==> src/pbl_pkg.sv <==
package pbl_pkg;

  // timing clock rate
  localparam int unsigned CLK_KHZ = 20000;
  localparam int unsigned CLK_MHZ = 20;

  // counter width, wide enough for a 16 s hold at 20 MHz
  localparam int unsigned CNT_W = 29;
  localparam int unsigned REL_W = 14;

  // documented times in their own units
  localparam int unsigned DEBOUNCE_TIME_MS = 50;
  localparam int unsigned SHUTDOWN_TIME_MS = 8000;
  localparam int unsigned PULSE_TIME_MS    = 32;
  localparam int unsigned LONG_PULSE_MS    = 4 * PULSE_TIME_MS;
  localparam int unsigned LOCKOUT_MS       = 2 * PULSE_TIME_MS;
  localparam int unsigned GLITCH_US        = 600;

  // derived cycle counts (all exact at 20 MHz)
  localparam int unsigned DEBOUNCE_CYC = DEBOUNCE_TIME_MS * CLK_KHZ;
  localparam int unsigned SHUTDOWN_CYC = SHUTDOWN_TIME_MS * CLK_KHZ;
  localparam int unsigned PULSE_CYC    = PULSE_TIME_MS * CLK_KHZ;
  localparam int unsigned LONG_CYC     = LONG_PULSE_MS * CLK_KHZ;
  localparam int unsigned LOCKOUT_CYC  = LOCKOUT_MS * CLK_KHZ;
  localparam int unsigned GLITCH_CYC   = GLITCH_US * CLK_MHZ;

  // press tracking states, one-hot
  typedef enum logic [3:0] {
    PBL_IDLE  = 4'h1,
    PBL_DEBNC = 4'h2,
    PBL_HELD  = 4'h4,
    PBL_LONG  = 4'h8
  } pbl_state_e;

  // request to the interrupt one-shot
  typedef struct packed {
    logic fire;
    logic extended;
  } pbl_pulse_s;

  localparam logic [CNT_W-1:0] CNT_ZERO = '0;
  localparam logic [CNT_W-1:0] CNT_ONE  = 29'h0000001;
  localparam logic [REL_W-1:0] REL_ZERO = '0;
  localparam logic [REL_W-1:0] REL_ONE  = 14'h0001;

endpackage

==> src/pbl_power_latch.sv <==
`timescale 1ns/10ps

module pbl_power_latch
  import pbl_pkg::*;
#(
  parameter logic [CNT_W-1:0] DebounceCyc = CNT_W'(DEBOUNCE_CYC),
  parameter logic [CNT_W-1:0] ShutdownCyc = CNT_W'(SHUTDOWN_CYC),
  parameter logic [CNT_W-1:0] PulseCyc    = CNT_W'(PULSE_CYC),
  parameter logic [CNT_W-1:0] LongCyc     = CNT_W'(LONG_CYC),
  parameter logic [CNT_W-1:0] LockoutCyc  = CNT_W'(LOCKOUT_CYC),
  parameter logic [REL_W-1:0] GlitchCyc   = REL_W'(GLITCH_CYC),
  parameter logic             ShutdownEn  = 1'b1
) (
  // clock and reset
  input  wire logic clk,
  input  wire logic sys_rst,
  // pushbutton, low while closed
  input  wire logic button_n,
  // host clear, low to drop the latch
  input  wire logic latch_clear_n,
  // power latch, push-pull
  output logic      latchOut,
  // interrupt pin, open drain
  output logic      intOut,
  output logic      intOe
);

  // press tracking state
  pbl_state_e       state_q, state_d;
  logic [CNT_W-1:0] hold_q, hold_d;     // cycles since closure began
  logic [REL_W-1:0] rel_q, rel_d;       // consecutive open cycles
  // interrupt one-shot and clear lockout
  logic [CNT_W-1:0] pulse_q, pulse_d;   // remaining pulse cycles
  logic [CNT_W-1:0] lock_q, lock_d;     // remaining lockout cycles
  logic             armed_q, armed_d;   // clear input honoured
  // clear synchroniser
  logic             clrMeta_q, clrSync_q;
  // latch
  logic             latch_q, latch_d;
  logic             asyncClr;
  // events
  logic             pressed, released, accept, shutdown;
  pbl_pulse_s       pulseReq;

  // an open switch reads high via the pin pull-up, so low means closed
  assign pressed  = ~button_n;
  // an open run only ends a closure once it outlasts the glitch filter
  assign released = button_n && (rel_q == GlitchCyc - REL_ONE);

  // press tracking: debounce, hold and long-hold phases
  always_comb begin
    state_d  = state_q;
    hold_d   = hold_q;
    rel_d    = pressed ? REL_ZERO : rel_q + REL_ONE;
    accept   = 1'b0;
    shutdown = 1'b0;
    unique case (state_q)
      PBL_IDLE: begin
        rel_d  = REL_ZERO;
        hold_d = CNT_ZERO;
        if (pressed) begin
          state_d = PBL_DEBNC;
          hold_d  = CNT_ONE;
        end
      end
      PBL_DEBNC: begin
        hold_d = hold_q + CNT_ONE;
        if (released) begin
          state_d = PBL_IDLE;
        end else if (hold_q >= DebounceCyc - CNT_ONE && pressed) begin
          accept  = 1'b1;
          state_d = PBL_HELD;
        end
      end
      PBL_HELD: begin
        hold_d = hold_q + CNT_ONE;
        if (released) begin
          state_d = PBL_IDLE;
        end else if (hold_q >= ShutdownCyc - CNT_ONE) begin
          shutdown = 1'b1;
          state_d  = PBL_LONG;
        end
      end
      PBL_LONG: begin
        // counting stops here; only a real release re-arms a new press
        hold_d = hold_q;
        if (released) begin
          state_d = PBL_IDLE;
        end
      end
      default: begin
        state_d = PBL_IDLE;
      end
    endcase
  end

  // press tracking registers
  always_ff @(posedge clk) begin
    if (sys_rst) begin
      state_q <= PBL_IDLE;
      hold_q  <= CNT_ZERO;
      rel_q   <= REL_ZERO;
    end else begin
      state_q <= state_d;
      hold_q  <= hold_d;
      rel_q   <= rel_d;
    end
  end

  // one-shot requests: normal on accept, extended at shutdown
  assign pulseReq.fire     = accept | shutdown;
  assign pulseReq.extended = shutdown;

  // interrupt one-shot and clear lockout
  always_comb begin
    pulse_d = (pulse_q != CNT_ZERO) ? pulse_q - CNT_ONE : CNT_ZERO;
    if (pulseReq.fire) begin
      // extended request restarts the count rather than adding to it
      pulse_d = pulseReq.extended ? LongCyc : PulseCyc;
    end
    lock_d = (lock_q != CNT_ZERO) ? lock_q - CNT_ONE : CNT_ZERO;
    if (accept) begin
      lock_d = LockoutCyc;
    end
    // clear is honoured only with the latch on and lockout run out
    armed_d = latch_d && (lock_d == CNT_ZERO);
  end

  // one-shot and lockout registers
  always_ff @(posedge clk) begin
    if (sys_rst) begin
      pulse_q <= CNT_ZERO;
      lock_q  <= CNT_ZERO;
      armed_q <= 1'b0;
    end else begin
      pulse_q <= pulse_d;
      lock_q  <= lock_d;
      armed_q <= armed_d;
    end
  end

  // two-stage synchroniser for the clear input
  always_ff @(posedge clk) begin
    if (sys_rst) begin
      clrMeta_q <= 1'b1;
      clrSync_q <= 1'b1;
    end else begin
      clrMeta_q <= latch_clear_n;
      clrSync_q <= clrMeta_q;
    end
  end

  // direct clear path; gated by a flop so lockout still applies,
  // giving a glitch-free gate with no arming delay, as armed_d is built from next-state values
  assign asyncClr = ~latch_clear_n & armed_q;

  // latch next value: clear beats set, shutdown only in one variant
  always_comb begin
    latch_d = latch_q;
    if (accept) begin
      latch_d = 1'b1;
    end
    if (shutdown && ShutdownEn) begin
      latch_d = 1'b0;
    end
    if (!clrSync_q && armed_q) begin
      latch_d = 1'b0;
    end
  end

  // latch register with the asynchronous clear
  always_ff @(posedge clk or posedge asyncClr) begin
    if (asyncClr) begin
      latch_q <= 1'b0;
    end else if (sys_rst) begin
      latch_q <= 1'b0;
    end else begin
      latch_q <= latch_d;
    end
  end

  // pins: latch driven both ways, interrupt only ever pulls low
  assign latchOut = latch_q;
  assign intOut   = 1'b0;
  assign intOe    = (pulse_q != CNT_ZERO);

  // helper: length of the current interrupt pulse
  logic [CNT_W-1:0] width_q;
  always_ff @(posedge clk) begin
    if (sys_rst || !intOe) begin
      width_q <= CNT_ZERO;
    end else begin
      width_q <= width_q + CNT_ONE;
    end
  end

  accept_set_a: assert property (@(posedge clk) disable iff (sys_rst)
    accept && !(!clrSync_q && armed_q) |=> latch_q && intOe)
    else $error("accepted press did not set latch and interrupt");

  pulse_len_a: assert property (@(posedge clk) disable iff (sys_rst)
    $fell(intOe) |-> ($past(width_q) == PulseCyc - CNT_ONE ||
                      $past(width_q) == LongCyc - CNT_ONE))
    else $error("interrupt pulse has wrong length");

  short_pulse_a: assert property (@(posedge clk) disable iff (sys_rst)
    accept |=> pulse_q == PulseCyc)
    else $error("normal pulse not loaded on accept");

  long_pulse_a: assert property (@(posedge clk) disable iff (sys_rst)
    shutdown |=> intOe && pulse_q == LongCyc)
    else $error("extended pulse not started at shutdown");

  shut_clear_a: assert property (@(posedge clk) disable iff (sys_rst)
    shutdown && ShutdownEn |=> !latch_q)
    else $error("long hold did not clear latch");

  shut_keep_a: assert property (@(posedge clk) disable iff (sys_rst)
    shutdown && !ShutdownEn && latch_q && clrSync_q |=> latch_q)
    else $error("long hold dropped latch in keep variant");

  int_drive_a: assert property (@(posedge clk) disable iff (sys_rst)
    intOe |-> !intOut)
    else $error("interrupt driven high");

  clear_lockout_a: assert property (@(posedge clk) disable iff (sys_rst)
    accept |=> !armed_q [*8])
    else $error("clear armed during lockout");

  // the direct path usually wins, so watch the raw pin as well as the
  // synchronised copy, or the check would never see a clear
  clear_on_a: assert property (@(posedge clk) disable iff (sys_rst)
    armed_q && !(latch_clear_n && clrSync_q) && !accept |=> !latch_q)
    else $error("armed clear did not drop latch");

  no_retrig_a: assert property (@(posedge clk) disable iff (sys_rst)
    state_q == PBL_LONG |-> !pulseReq.fire)
    else $error("interrupt retriggered during long hold");

  long_quiet_a: assert property (@(posedge clk) disable iff (sys_rst)
    state_q == PBL_LONG && !intOe |=> !intOe)
    else $error("interrupt reasserted after long pulse ended");

  glitch_keep_a: assert property (@(posedge clk) disable iff (sys_rst)
    state_q == PBL_DEBNC && button_n && rel_q < GlitchCyc - REL_ONE
      |=> state_q != PBL_IDLE)
    else $error("short open glitch restarted debounce");

endmodule

==> config.mk <==
export PLATFORM = sky130hd
export DESIGN_NAME = pbl_power_latch
export DESIGN_NICKNAME = d
export VERILOG_FILES = /design/src/pbl_pkg.sv /design/src/pbl_power_latch.sv
export SDC_FILE = /design/constraint.sdc
export NUM_CORES = 1
export LEC_CHECK = 0
export ABC_AREA = 0
export BUFFER_PORTS_ARGS = -buffer_cell sky130_fd_sc_hd__buf_2
export CAP_MARGIN = 40
export CORE_UTILIZATION = 35
export DETAILED_ROUTE_END_ITERATION = 8
export PLACE_DENSITY = 0.52
export SKIP_LAST_GASP = 1
export SYNTH_ARGS = -nofsm -noshare
export SYNTH_HDL_FRONTEND = slang
export SYNTH_SLANG_ARGS = --single-unit
==> constraint.sdc <==
create_clock -name clk -period 1.9 [get_ports clk]
set_input_delay 0.095 -clock clk [delete_from_list [all_inputs] [get_ports clk]]
set_output_delay 0.095 -clock clk [all_outputs]
set_load 0.1 [all_outputs]
==> run_results.csv <==
group,metric,value,unit
outcome,outcome,"complete, but fails checks",
outcome,violations,"negative setup slack",
finish,final_common_cell,"buf_4",
pwr,power.density,1490,nW/µm²
min_path,hold_class,"reg -> async",
die,die_h,127,µm
routing,postRouteAntennaNets,0,
yosys,yosysWarnings,0,
place,place_ws,-0.487,ns
flow_run,maxCapViolCount,0,
worst_setup_path,r2r_slack,-0.48,ns
yosys,synth_top_family_by_area,"simple AND/OR/NAND/NOR gates",
worst_setup_path,crit_path_start_kind,"flip-flop",
clocking,tritoncts,"built",
worst_setup_path,worst-setup-path-type,"reg -> out",
grt,grt_pass1_wl,25.5,mm
place,port-buffer-count,5,
sta,slew_violations,0,
sta,fin_crit_sh,130,%
yosys,synth_top_area_share,39.4,%
worst_setup_path,path_cells,"or3_4 > or2_4 > nor4_4 > nand2_1 > buf_6 > or4_4 > buf_12",
yosys,synth_seq_cells,109,
sta,rsz0062_at_grt,"yes",
worst_setup_path,critPathCaptureType,"primary output",
pwr,irDropWorstVdd,678,µV
clocking,insertion_delay,0.36,ns
finish,diodes,0,
yosys,synth_area,5490,µm²
yosys,synth_flop_cell,"dfxtp_1",
grt,grt_max_degree,30,
clocking,htreeDepth,3,
die,die_w,127,µm
worst_setup_path,reg2reg_to,"hold_q[25]",
sta,fmax,0.403,GHz
routing,wl_met3,300,µm
sta,finalHoldViolCount,0,
routing,num_vias,5505,
worst_setup_path,slowest_stage,"or4_4",
routing,met2_wirelength,7.80,mm
yosys,postSynthAreaPerCell,8.10,µm²
routing,via_per_inst,5.02,
yosys,synth_edf_count,0,
grt,overflow,0,
clocking,path_clk_slew,0.08,ns
clocking,root_buffer,"clkbuf_16",
sta,relSlewSlack,65.7,%
place,gp_congestion,0.849,
routing,drcViolationCount,0,
sta,setup_viol,75,
worst_setup_path,timing.rr.start,"state_q[1]",
yosys,synth-simple-area-share,33.5,%
sta,finalSetupTns,-23.42,ns
die,floorplan.rows,45,
finish,layout_common_cells,"buf_4, dfxtp_1, nor2_1",
clocking,cts_buffer_depth,2,
yosys,async_flop_share,0.917,%
grt,track_usage,19.4,%
yosys,yosysSeqAreaShare,39.8,%
finish,synthToLayoutAreaGrowth,54.3,%
routing,wirelength,15.2,mm
yosys,synth_fa_ha_area_share,1.14,%
worst_setup_path,crit_path_max_fanout,2,
worst_setup_path,crit_required,1.80,ns
worst_setup_path,max_stage_delay,0.44,ns
worst_setup_path,r2r_cells,6,
yosys,synth_xor_area_share,9.57,%
yosys,synthesis.nets,687,
yosys,synthTopCellsByArea,"dfxtp_1, nor2_1, xnor2_1",
die,start_util,36.0,%
yosys,syn_inst,678,
sta,fin_worst_skew,0.0102,ns
grt,antenna_found_initial,0,
sta,worst_pin_slew,0.501,ns
yosys,synth.distinct_cells,66,
die,top_level_ports,7,
yosys,synth_compound_gate_area_share,10.6,%
finish,fin_nets,889,
clocking,cts_buffers,9,
clocking,cts_sinks,109,
place,hpwlAfterDp,10.3,mm
finish,drive_above_1_share,44.7,%
routing,drtIter0Drc,280,
worst_setup_path,cp.arrival,2.38,ns
routing,m1WireLength,6.97,mm
yosys,yosys.area.top_type,"dfxtp_1",
die,dieArea,16200,µm²
routing,wire_per_inst,13.9,µm
routing,first_pass_iters,4,
pwr,leakage,3.47,nW
sta,fin_crit,2.48,ns
sta,setup_ws,-0.579,ns
grt,grt_pass1_vias,5530,
routing,top_layer,"met4",
yosys,muxShareOfSynthArea,1.98,%
die,fp.coreArea,15300,µm²
power breakdown:
part | switching (mW) | total [mW] | internal [mW]
sequential | 0.341 | 3.07 | 2.73
clock | 0.919 | 1.83 | 0.915
combinational | 3.56 | 7.69 | 4.12
per-layer routing:
layer	vias to the layer above	GRT usage, %
met5	-	0
met1	2652	24.2
met2	51	34.1
met4	0	5.88
met3	15	3.10
li1	2787	-
logic make-up after synthesis:
| logic type | count (synthesis) |
|---|---|
| AND/OR/NAND/NOR | 359 |
| flip-flops | 109 |
| AO/OA/AOI/OAI | 90 |
| XOR/XNOR | 60 |
| buffers and inverters | 44 |
| multiplexers | 10 |
| adder cells (fa/ha/maj) | 5 |
| other | 1 |
repair_timing:
item,in CTS,in global routing
setup endpoints to repair,78,81
hold buffers,1,0
gates resized for setup,94,105
buffers inserted,41,11
pin swaps,56,35
cloned,3,2
endpoints found under the hold margin,2,0
synth_stat cells (5+ instances only):
cell type,n
a21oi_1,39
and2_1,6
and3_1,8
buf_2,6
clkbuf_1,20
dfxtp_1,108
ha_1,5
inv_1,16
mux2_2,7
nand2_1,64
nand2b_1,8
nand3_1,32
nand4_1,12
nor2_1,112
nor3_1,31
nor4_1,14
nor4b_1,8
o21ai_0,12
or2_2,8
or3_1,14
or4_1,11
xnor2_1,38
xor2_1,22
how the worst max path moves through the flow:
stage,startpoint,end,cells past startpoint
3_3_place_gp,hold_q[5],hold_q[25],6
2_1_floorplan,state_q[2],hold_q[25],7
6_report,pulse_q[18],intOe,7
3_5_place_dp,hold_q[25],pulse_q[23],6
5_1_grt,pulse_q[18],intOe,7
4_1_cts,pulse_q[18],intOe,7
through the flow:
stage / util [%] / total power, mW / hold WS [ns] / std cells / instance area, µm²
final: 55.5 / 12.6 / 0.0492 / 1096 / 8480
after global routing: 55.5 / 13.4 / 0.0735 / 1096 / 8480
after CTS: 52.2 / 11.6 / 0.0526 / 1087 / 7960
after detailed placement: 46.4 / 8.85 / 0.00763 / 1040 / 7080
after global placement: 46.4 / 8.74 / -0.000640 / 1040 / 7080
after floorplan: - / 6.44 / -0.135 / 678 / 5650
critical path: cells and delay by family (launching register included):
family / cells / cell delay (ns)
buffers and inverters: 2 / 0.33
DFF: 1 / 0.32
and+or+nand+nor: 5 / 1.38
state kept, by name (all words and copies together) (netlist names):
signal and count:
hold_q 29, lock_q 29, pulse_q 29, rel_q 14
state_q 4, armed_q 1, clrMeta_q 1, clrSync_q 1
latchOut 1
layout make-up:
cell class / instances / area (µm²)
Multi-Input combinational cell: 528 / 3880
Clock inverter: 6 / 51.3
Fill cell: 1364 / 6780
Sequential cell: 109 / 2210
Clock buffer: 10 / 229
Timing Repair Buffer: 216 / 1780
Tap cell: 211 / 264
Inverter: 16 / 60.1
Note: power is estimated with default switching activity, not from simulation.
